[src/rtl/iexs_pkg.sv]
// Package for the instruction execute subset block: register map, field
// positions, opcode patterns, phase and operation encodings, carriers.
// Assumes a single pclk domain and a 16-bit program word.
package iexs_pkg;

	// ********************************************************************
	// Register map (byte offsets on the APB window)
	// ********************************************************************
	localparam logic [7:0] OFF_CTRL   = 8'h00;
	localparam logic [7:0] OFF_ACC    = 8'h04;
	localparam logic [7:0] OFF_STATUS = 8'h08;
	localparam logic [7:0] OFF_BANK   = 8'h0c;
	localparam logic [7:0] OFF_PC     = 8'h10;
	localparam logic [7:0] OFF_INDEX  = 8'h14;

	// Control register bit positions
	localparam int CTRL_RUN    = 0;
	localparam int CTRL_EXT    = 1;
	localparam int CTRL_HALTED = 2;
	localparam int CTRL_BADOP  = 3;

	// Reset values
	localparam logic [7:0] ACC_RST  = 8'h00;
	localparam logic [4:0] STAT_RST = 5'h00;

	// ********************************************************************
	// Data memory geometry and addressing
	// ********************************************************************
	localparam int         DM_ADDR_W     = 12;
	localparam int         BANK_W        = DM_ADDR_W - 8;
	localparam logic [7:0] INDEXED_LIMIT = 8'h5f;
	localparam logic [7:0] ACCESS_SPLIT  = 8'h60;

	// ********************************************************************
	// Opcode patterns
	// ********************************************************************
	localparam logic [5:0] OP_AND_HI   = 6'h05;
	localparam logic [7:0] OP_BC_HI    = 8'he2;
	localparam logic [7:0] OP_LOAD_LITERAL_TO_ACCUMULATOR_HI = 8'h0e;
	localparam logic [6:0] OP_STORE_ACCUMULATOR_TO_FILE_HI = 7'h37;
	localparam logic [6:0] OP_NEGATE_FILE_REGISTER_HI  = 7'h36;
	localparam logic [3:0] OP_NOP2_HI  = 4'hf;
	localparam logic [15:0] NOP_WORD   = 16'h0000;

	typedef enum logic [4:0] {
		PH_HALT  = 5'h01,
		PH_DEC   = 5'h02,
		PH_READ  = 5'h04,
		PH_PROC  = 5'h08,
		PH_WRITE = 5'h10
	} iexs_phase_e;

	typedef enum logic [2:0] {
		OPK_IDLE  = 3'h0,
		OPK_AND   = 3'h1,
		OPK_BC    = 3'h2,
		OPK_LOAD_LITERAL_TO_ACCUMULATOR = 3'h3,
		OPK_STORE_ACCUMULATOR_TO_FILE = 3'h4,
		OPK_NEGATE_FILE_REGISTER  = 3'h5,
		OPK_BAD   = 3'h6
	} iexs_op_e;

	// Bit 0 carry ... bit 4 negative
	typedef struct packed {
		logic n;
		logic signed_wrap_flag;
		logic z;
		logic half_carry_flag;
		logic c;
	} iexs_flags_s;

	typedef struct packed {
		iexs_op_e   op;
		logic       dest_file;
		logic       access;
		logic [7:0] operand;
	} iexs_dec_s;

	typedef struct packed {
		logic [DM_ADDR_W-1:0] addr;
		logic [7:0]           wdata;
		logic                 we;
		logic                 re;
	} iexs_dm_req_s;

endpackage

[src/rtl/iexs_core.sv]
// Executes a subset of an 8-bit core instruction set in four-phase cycles.
// Program memory and data memory sit on pclk; data memory reads return one
// cycle after the read strobe. Software reaches the registers over APB.
//
// Summary of operation
// - AND-with-file ANDs the accumulator with the file register, sets only N and Z, result to accumulator when d is 0.
// - With the destination bit set the result of a byte instruction goes back to the file register.
// - With access bit 0 the 8-bit file address is resolved inside the access bank.
// - With access bit 1 the address is the bank pointer register joined with the 8-bit file address.
// - With the extended set on, access bit 0 and file address at most 5Fh the operand is an indexed literal offset.
// - Branch-on-carry adds twice the signed offset to the incremented PC when carry is set and alters no flag.
// - Branch-on-carry takes one cycle not taken and two taken, the second being idle, landing at PC+2+2n.
// - Load-literal copies the 8-bit immediate to the accumulator in one cycle without touching flags.
// - Store-accumulator writes the accumulator to any file location without touching flags.
// - Negate replaces the file register with its two's complement and updates N, OV, C, DC and Z.
`timescale 1ns/1ns
`default_nettype none

module iexs_core #(
	parameter int PC_W = 21
) (
	input  wire logic                        pclk,
	input  wire logic                        presetn,
	input  wire logic                        psel,
	input  wire logic                        penable,
	input  wire logic                        pwrite,
	input  wire logic [7:0]                  paddr,
	input  wire logic [31:0]                 pwdata,
	output logic      [31:0]                 prdata,
	output logic                             pready,
	output logic                             pslverr,
	output logic      [PC_W-1:0]             prog_addr,
	input  wire logic [15:0]                 prog_word,
	output iexs_pkg::iexs_dm_req_s           dm_req,
	input  wire logic [7:0]                  dm_rdata
);

	// ********************************************************************
	// Parameter check
	// ********************************************************************
	if (PC_W < 9 || PC_W > 32) begin : g_bad_pc_w
		$error("PC_W must lie between 9 and 32");
	end

	// ********************************************************************
	// Decode helpers
	// ********************************************************************
	function automatic iexs_pkg::iexs_dec_s decode(input logic [15:0] w);
		iexs_pkg::iexs_dec_s d;
		d.op        = iexs_pkg::OPK_BAD;
		d.dest_file = w[9];
		d.access    = w[8];
		d.operand   = w[7:0];
		if (w == iexs_pkg::NOP_WORD || w[15:12] == iexs_pkg::OP_NOP2_HI) begin
			d.op = iexs_pkg::OPK_IDLE;
		end else if (w[15:10] == iexs_pkg::OP_AND_HI) begin
			d.op = iexs_pkg::OPK_AND;
		end else if (w[15:8] == iexs_pkg::OP_BC_HI) begin
			d.op = iexs_pkg::OPK_BC;
		end else if (w[15:8] == iexs_pkg::OP_LOAD_LITERAL_TO_ACCUMULATOR_HI) begin
			d.op = iexs_pkg::OPK_LOAD_LITERAL_TO_ACCUMULATOR;
		end else if (w[15:9] == iexs_pkg::OP_STORE_ACCUMULATOR_TO_FILE_HI) begin
			d.op        = iexs_pkg::OPK_STORE_ACCUMULATOR_TO_FILE;
			d.dest_file = 1'b1;
		end else if (w[15:9] == iexs_pkg::OP_NEGATE_FILE_REGISTER_HI) begin
			d.op        = iexs_pkg::OPK_NEGATE_FILE_REGISTER;
			d.dest_file = 1'b1;
		end
		return d;
	endfunction

	function automatic logic [iexs_pkg::DM_ADDR_W-1:0] file_addr(
		input iexs_pkg::iexs_dec_s           d,
		input logic                          ext,
		input logic [iexs_pkg::BANK_W-1:0]   bank,
		input logic [iexs_pkg::DM_ADDR_W-1:0] index
	);
		logic [iexs_pkg::DM_ADDR_W-1:0] a;
		a = {bank, d.operand};
		if (!d.access) begin
			if (ext && d.operand <= iexs_pkg::INDEXED_LIMIT) begin
				a = index + {{iexs_pkg::BANK_W{1'b0}}, d.operand};
			end else if (d.operand < iexs_pkg::ACCESS_SPLIT) begin
				a = {{iexs_pkg::BANK_W{1'b0}}, d.operand};
			end else begin
				a = {{iexs_pkg::BANK_W{1'b1}}, d.operand};
			end
		end
		return a;
	endfunction

	// ********************************************************************
	// State
	// ********************************************************************
	iexs_pkg::iexs_phase_e              phase_reg,  phase_next;
	iexs_pkg::iexs_dec_s                dec_reg,    dec_next;
	iexs_pkg::iexs_flags_s              flags_reg,  flags_next;
	logic [7:0]                         acc_reg,    acc_next;
	logic [PC_W-1:0]                    pc_reg,     pc_next;
	logic [iexs_pkg::BANK_W-1:0]        bank_reg,   bank_next;
	logic [iexs_pkg::DM_ADDR_W-1:0]     index_reg,  index_next;
	logic [iexs_pkg::DM_ADDR_W-1:0]     addr_reg,   addr_next;
	logic [7:0]                         res_reg,    res_next;
	logic                               fwr_reg,    fwr_next;
	logic                               taken_reg,  taken_next;
	logic                               idle_reg,   idle_next;
	logic                               run_reg,    run_next;
	logic                               ext_reg,    ext_next;
	logic                               badop_reg,  badop_next;
	logic                               neg_hold_reg, neg_hold_next;
	logic [31:0]                        rdata_reg,  rdata_next;
	logic                               err_reg,    err_next;

	logic       wr_acc;
	logic       setup;
	logic       mapped;
	logic [7:0] neg;
	logic [4:0] neg_lo;

	assign wr_acc = psel && penable && pwrite;
	assign setup  = psel && !penable;
	assign mapped = paddr == iexs_pkg::OFF_CTRL || paddr == iexs_pkg::OFF_ACC ||
	                paddr == iexs_pkg::OFF_STATUS || paddr == iexs_pkg::OFF_BANK ||
	                paddr == iexs_pkg::OFF_PC || paddr == iexs_pkg::OFF_INDEX;
	assign neg    = 8'h00 - dm_rdata;
	assign neg_lo = {1'b0, ~dm_rdata[3:0]} + 5'h01;

	// ********************************************************************
	// Execution phases and software writes
	// ********************************************************************
	always_comb begin
		phase_next = phase_reg;
		dec_next   = dec_reg;
		flags_next = flags_reg;
		acc_next   = acc_reg;
		pc_next    = pc_reg;
		bank_next  = bank_reg;
		index_next = index_reg;
		addr_next  = addr_reg;
		res_next   = res_reg;
		fwr_next   = fwr_reg;
		taken_next = taken_reg;
		idle_next  = idle_reg;
		run_next   = run_reg;
		ext_next   = ext_reg;
		badop_next = badop_reg;
		neg_hold_next = neg_hold_reg;
		case (phase_reg)
			iexs_pkg::PH_HALT: phase_next = run_reg ? iexs_pkg::PH_DEC : iexs_pkg::PH_HALT;
			iexs_pkg::PH_DEC: begin
				// Second cycle of a taken branch runs as an idle instruction
				if (idle_reg) begin
					dec_next  = decode(iexs_pkg::NOP_WORD);
					idle_next = 1'b0;
				end else begin
					dec_next = decode(prog_word);
					addr_next = file_addr(decode(prog_word), ext_reg, bank_reg, index_reg);
					pc_next  = pc_reg + PC_W'(2);
				end
				fwr_next   = 1'b0;
				taken_next = 1'b0;
				phase_next = iexs_pkg::PH_READ;
			end
			iexs_pkg::PH_READ: phase_next = iexs_pkg::PH_PROC;
			iexs_pkg::PH_PROC: begin
				case (dec_reg.op)
					iexs_pkg::OPK_AND: begin
						res_next = acc_reg & dm_rdata;
						fwr_next = dec_reg.dest_file;
					end
					iexs_pkg::OPK_STORE_ACCUMULATOR_TO_FILE: begin
						res_next = acc_reg;
						fwr_next = 1'b1;
					end
					iexs_pkg::OPK_NEGATE_FILE_REGISTER: begin
						res_next = neg;
						fwr_next = 1'b1;
						neg_hold_next = neg_lo[4];
					end
					iexs_pkg::OPK_LOAD_LITERAL_TO_ACCUMULATOR: begin
						res_next = dec_reg.operand;
					end
					iexs_pkg::OPK_BC: begin
						taken_next = flags_reg.c;
					end
					iexs_pkg::OPK_BAD: badop_next = 1'b1;
					default: ;
				endcase
				phase_next = iexs_pkg::PH_WRITE;
			end
			iexs_pkg::PH_WRITE: begin
				case (dec_reg.op)
					iexs_pkg::OPK_AND: begin
						flags_next.n = res_reg[7];
						flags_next.z = res_reg == 8'h00;
						if (!dec_reg.dest_file) begin
							acc_next = res_reg;
						end
					end
					iexs_pkg::OPK_LOAD_LITERAL_TO_ACCUMULATOR: begin
						acc_next = res_reg;
					end
					iexs_pkg::OPK_NEGATE_FILE_REGISTER: begin
						flags_next.n                = res_reg[7];
						flags_next.z                = res_reg == 8'h00;
						flags_next.c                = res_reg == 8'h00;
						flags_next.signed_wrap_flag = res_reg == 8'h80;
						flags_next.half_carry_flag  = neg_hold_reg;
					end
					iexs_pkg::OPK_BC: begin
						if (taken_reg) begin
							pc_next   = pc_reg + PC_W'({{24{dec_reg.operand[7]}},
							                             dec_reg.operand, 1'b0});
							idle_next = 1'b1;
						end
					end
					default: ;
				endcase
				phase_next = run_reg ? iexs_pkg::PH_DEC : iexs_pkg::PH_HALT;
			end
			default: phase_next = iexs_pkg::PH_HALT;
		endcase
		// Software writes other than a bad-opcode clear take precedence over the core in the same cycle
		if (wr_acc) begin
			case (paddr)
				iexs_pkg::OFF_CTRL: begin
					run_next = pwdata[iexs_pkg::CTRL_RUN];
					ext_next = pwdata[iexs_pkg::CTRL_EXT];
					// A new bad opcode in the same cycle keeps the flag set
					if (pwdata[iexs_pkg::CTRL_BADOP] &&
					    !(phase_reg == iexs_pkg::PH_PROC && dec_reg.op == iexs_pkg::OPK_BAD)) begin
						badop_next = 1'b0;
					end
				end
				iexs_pkg::OFF_ACC:    acc_next   = pwdata[7:0];
				iexs_pkg::OFF_STATUS: flags_next = pwdata[4:0];
				iexs_pkg::OFF_BANK:   bank_next  = pwdata[iexs_pkg::BANK_W-1:0];
				iexs_pkg::OFF_PC:     pc_next    = {pwdata[PC_W-1:1], 1'b0};
				iexs_pkg::OFF_INDEX:  index_next = pwdata[iexs_pkg::DM_ADDR_W-1:0];
				default: ;
			endcase
		end
	end

	always_ff @(posedge pclk or negedge presetn) begin
		if (!presetn) begin
			phase_reg <= iexs_pkg::PH_HALT;
			dec_reg   <= '0;
			flags_reg <= iexs_pkg::STAT_RST;
			acc_reg   <= iexs_pkg::ACC_RST;
			pc_reg    <= '0;
			bank_reg  <= '0;
			index_reg <= '0;
			addr_reg  <= '0;
			res_reg   <= 8'h00;
			fwr_reg   <= 1'b0;
			taken_reg <= 1'b0;
			idle_reg  <= 1'b0;
			run_reg   <= 1'b0;
			ext_reg   <= 1'b0;
			badop_reg <= 1'b0;
			neg_hold_reg <= 1'b0;
		end else begin
			phase_reg <= phase_next;
			dec_reg   <= dec_next;
			flags_reg <= flags_next;
			acc_reg   <= acc_next;
			pc_reg    <= pc_next;
			bank_reg  <= bank_next;
			index_reg <= index_next;
			addr_reg  <= addr_next;
			res_reg   <= res_next;
			fwr_reg   <= fwr_next;
			taken_reg <= taken_next;
			idle_reg  <= idle_next;
			run_reg   <= run_next;
			ext_reg   <= ext_next;
			badop_reg <= badop_next;
			neg_hold_reg <= neg_hold_next;
		end
	end

	// ********************************************************************
	// APB read side
	// ********************************************************************
	// Read data is captured in the setup cycle so the slave answers with no wait
	always_comb begin
		rdata_next = rdata_reg;
		err_next   = err_reg;
		if (setup) begin
			err_next   = !mapped;
			rdata_next = 32'h0000_0000;
			case (paddr)
				iexs_pkg::OFF_CTRL: begin
					rdata_next[iexs_pkg::CTRL_RUN]    = run_reg;
					rdata_next[iexs_pkg::CTRL_EXT]    = ext_reg;
					rdata_next[iexs_pkg::CTRL_HALTED] = phase_reg == iexs_pkg::PH_HALT;
					rdata_next[iexs_pkg::CTRL_BADOP]  = badop_reg;
				end
				iexs_pkg::OFF_ACC:    rdata_next[7:0] = acc_reg;
				iexs_pkg::OFF_STATUS: rdata_next[4:0] = flags_reg;
				iexs_pkg::OFF_BANK:   rdata_next[iexs_pkg::BANK_W-1:0] = bank_reg;
				iexs_pkg::OFF_PC:     rdata_next[PC_W-1:0] = pc_reg;
				iexs_pkg::OFF_INDEX:  rdata_next[iexs_pkg::DM_ADDR_W-1:0] = index_reg;
				default: ;
			endcase
		end
	end

	always_ff @(posedge pclk or negedge presetn) begin
		if (!presetn) begin
			rdata_reg <= 32'h0000_0000;
			err_reg   <= 1'b0;
		end else begin
			rdata_reg <= rdata_next;
			err_reg   <= err_next;
		end
	end

	// ********************************************************************
	// Outputs
	// ********************************************************************
	assign prdata       = rdata_reg;
	assign pready       = 1'b1;
	assign pslverr      = psel && penable && err_reg;
	assign prog_addr    = pc_reg;
	assign dm_req.addr  = addr_reg;
	assign dm_req.wdata = res_reg;
	assign dm_req.re    = phase_reg == iexs_pkg::PH_READ &&
	                      dec_reg.op != iexs_pkg::OPK_IDLE && dec_reg.op != iexs_pkg::OPK_BAD;
	assign dm_req.we    = phase_reg == iexs_pkg::PH_WRITE && fwr_reg;

endmodule

`default_nettype wire

[config.mk]
export PLATFORM = sky130hd
export DESIGN_NAME = iexs_core
export DESIGN_NICKNAME = d
export VERILOG_FILES = /design/src/rtl/iexs_pkg.sv /design/src/rtl/iexs_core.sv
export SDC_FILE = /design/constraint.sdc
export NUM_CORES = 1
export LEC_CHECK = 0
export BUFFER_PORTS_ARGS = -buffer_cell sky130_fd_sc_hd__clkbuf_2
export CELL_PAD_IN_SITES_DETAIL_PLACEMENT = 0
export CELL_PAD_IN_SITES_GLOBAL_PLACEMENT = 1
export CORE_ASPECT_RATIO = 0.6
export CORE_MARGIN = 4
export CORE_UTILIZATION = 45
export CTS_CLUSTER_DIAMETER = 30
export CTS_CLUSTER_SIZE = 16
export DETAILED_ROUTE_END_ITERATION = 16
export PLACE_DENSITY = 0.95
export RECOVER_POWER = 25
export SLEW_MARGIN = 10
export SYNTH_ARGS = -nofsm -noshare
export SYNTH_HDL_FRONTEND = slang
export SYNTH_SLANG_ARGS = --single-unit
[constraint.sdc]
create_clock -name pclk -period 4.65 [get_ports pclk]
set_input_delay 0.2325 -clock pclk [delete_from_list [all_inputs] [get_ports pclk]]
set_output_delay 0.2325 -clock pclk [all_outputs]
set_load 0.01 [all_outputs]
==> results.py <==
metrics = {
    "run_status": {
        "status": "complete, but fails checks",
        "violations": "capacitance limit, slew limit",
    },
    "timing": {
        "tns_ns": 0,
        "period_share": 0.632,
        "setup_violations": 0,
        "tightestPinTransition_ns": 1.84,
        "fin_crit_ns": 2.94,
        "final_hold_viol_count": 0,
        "max_slew_margin": -0.226,
        "grt_setup_unrepaired": "false",
        "fmax_mhz": 340,
        "final.setup_skew_ns": 0.0103,
        "slew_viol_final": 74,
    },
    "clock_tree": {
        "clock-root-buffer": "clkbuf_16",
        "insertion_delay_ns": 0.42,
        "clockBufferDepth": 2,
        "clk_pin_slew_ns": 0.06,
        "htree_levels": 4,
        "cts_buffers": 17,
        "cts_hold_buf": 1,
        "post_cts_resized": 0,
        "cts.sinks": 115,
        "cts_setup_buffers": 0,
        "cts_tree": "built",
    },
    "routing": {
        "vias_per_cell": 6.14,
        "wl_mm": 26.3,
        "wl_per_cell_um": 20.7,
        "drc_errors": 0,
        "ant_nets": 0,
        "vias": 7784,
        "drt_pre_antenna_iters": 8,
        "first_iter_violations": 951,
    },
    "critical_path": {
        "slowest_stage": "dfrtp_1",
        "path_class": "reg2reg",
        "cp.arrival_ns": 3.30,
        "path_cells": "ha_1 > a21oi_1 > o22ai_1 > o22ai_1 > nand4b_1 > o31a_1 > a21oi_1 > o22a_1",
        "critPathCaptureType": "flop",
        "crit_path_max_fanout": 18,
        "slowest_delay_ns": 0.84,
        "crit_required_ns": 5.01,
        "worstSetupStartpointType": "flop",
    },
    "synthesis": {
        "yosysMostFrequentCell": "nand2_1",
        "synth_ff_type": "dfrtp_1",
        "ys_ff_latch": 115,
        "ys_top_cells_by_count": "nand2_1 (116), dfrtp_1 (114), nor2_1 (91)",
        "synth_top_area_cell": "dfrtp_1",
        "ys_warn_count": 0,
        "synth_area_leaders": "dfrtp_1 (36%), nand2_1 (5.6%), a21oi_1 (5.1%), ha_1 (4.6%), nor2_1 (4.4%)",
        "synth-edff-count": 0,
        "yosys.area.top_type_share": 0.365,
        "async_reset_ff_frac": 1.00,
        "netlist_instances": 924,
        "syn_area_sq_um": 7820,
        "ys_seq_area_frac": 0.368,
        "synth_area_per_cell_sq_um": 8.46,
        "yosysUniqueCellTypes": 81,
    },
    "global_routing": {
        "antenna_found_initial": 0,
        "grt_pass1_wl_mm": 40.4,
        "grt-ovfl-total": 0,
        "grt_pass1_vias": 7007,
        "grt_max_degree": 74,
        "grt_usage": 0.270,
    },
    "power": {
        "vdd_drop_max_mv": 0.265,
        "p_leak_nw": 4.05,
        "p_per_area_nw_per_um2": 306,
    },
    "placed_design": {
        "io_buffers": 121,
        "place.gp.congestion": 0.957,
        "dp_hpwl_mm": 19.3,
    },
    "floorplanning": {
        "fp-row-count": 37,
        "dieArea_sq_um": 19600,
        "die_w_um": 178,
        "initial_core_util": 0.458,
        "fp.dieH_um": 110,
        "coreArea_sq_um": 17100,
        "ios": 146,
    },
    "final_layout": {
        "area_delta_synth_final_pct": 16.8,
        "final_util": 0.534,
        "final_nets": 1120,
        "layout-drive-gt1-share": 0.158,
        "fillers": 1577,
        "largest_register_ffs": 21,
        "diodes": 0,
    },
    "min_path": {
        "hold_path.class": "in2reg",
    },
    "run": {
        "drv_cap": 1,
    },
}
[cell type report]
cell class / count / area, sq um / area share
Multi-Input combinational cell: 737 / 4580 / 0.502
Sequential cell: 115 / 2880 / 0.315
Timing Repair Buffer: 131 / 634 / 0.0695
Clock buffer: 17 / 425 / 0.0466
Tap cell: 234 / 293 / 0.0321
Clock inverter: 15 / 245 / 0.0269
Inverter: 18 / 68.8 / 0.00754
[power breakdown]
group	leakage, nW	switching, mW	internal, mW
logic	2.43	0.147	0.0819
registers	1.29	0.0267	1.02
clock network	0.329	0.542	0.971
[cell families after synthesis]
logic type,share of synthesized area
buffers and inverters,0.0504
adders and majority gates,0.0515
DFF,0.368
muxes,0.0589
other,0.000961
xor gates and xnor gates,0.0303
and+or+nand+nor,0.220
AOI/OAI and AO/OA,0.220
[worst max-delay path, delay by kind of cell, from the launching register on]
| family | cells | cell delay [ns] |
|---|---|---|
| flip-flops | 1 | 0.84 |
| AO/OA/AOI/OAI | 6 | 1.45 |
| adder cells (fa/ha/maj) | 1 | 0.44 |
| AND/OR/NAND/NOR | 1 | 0.14 |
[cells in the final DEF, fill, tap and decap left out, types with 10 or more instances in the layout]
master / instances
a31oi_1: 19
a21oi_1: 79
nand2_1: 116
nor2_1: 91
dfrtp_1: 114
xnor2_1: 17
clkbuf_16: 17
xor2_1: 10
o22ai_1: 11
nand3_1: 33
conb_1: 13
a21o_1: 13
a221oi_1: 12
o21ai_0: 60
mux2i_1: 19
nand4_1: 15
ha_1: 29
mux2_2: 22
inv_1: 16
nor3_1: 19
clkbuf_2: 82
clkbuf_1: 39
[path summary, 6_finish.rpt]
| kind | slack [ns] | startpoint | to | depth (start not counted) |
|---|---|---|---|---|
| hold reg to reg | 0.47 | prdata[16]$_DFFE_PN0P_ | prdata[16]$_DFFE_PN0P_ | 2 |
| min in group asynchronous | 0.84 | presetn | addr_reg[10]$_DFFE_PN0P_ | 2 |
| setup reg to reg | 1.71 | dec_reg[7]$_DFFE_PN0P_ | prog_addr[18]$_DFF_PN0_ | 8 |
| hold / removal | 0.05 | pwdata[18] | prog_addr[18]$_DFF_PN0_ | 2 |
| max in group asynchronous | 2.40 | presetn | prog_addr[2]$_DFF_PN0_ | 3 |
| setup / recovery | 1.71 | dec_reg[7]$_DFFE_PN0P_ | prog_addr[18]$_DFF_PN0_ | 8 |
[through the flow]
stage / std cells / hold slack [ns] / setup slack, ns / instance area, sq um / power [mW]
finish: 1267 / 0.0482 / 1.71 / 9130 / 2.79
global route: 1267 / 0.0376 / 1.54 / 9130 / 2.87
CTS: 1267 / 0.0433 / 1.80 / 9180 / 2.79
detailed placement: 1234 / 0.430 / 1.82 / 8500 / 1.29
global placement: 1234 / 0.417 / 1.82 / 8500 / 1.29
floorplan: 935 / -0.0631 / 2.16 / 7860 / 1.18
[metal layers]
layer	GRT usage	vias up	part of all wire
met5	0	-	0
met4	0.0601	0	0.015
met3	0.0944	38	0.13
met2	0.360	428	0.39
met1	0.413	3754	0.47
li1	-	3564	-
Note: power is estimated with default switching activity, not from simulation.
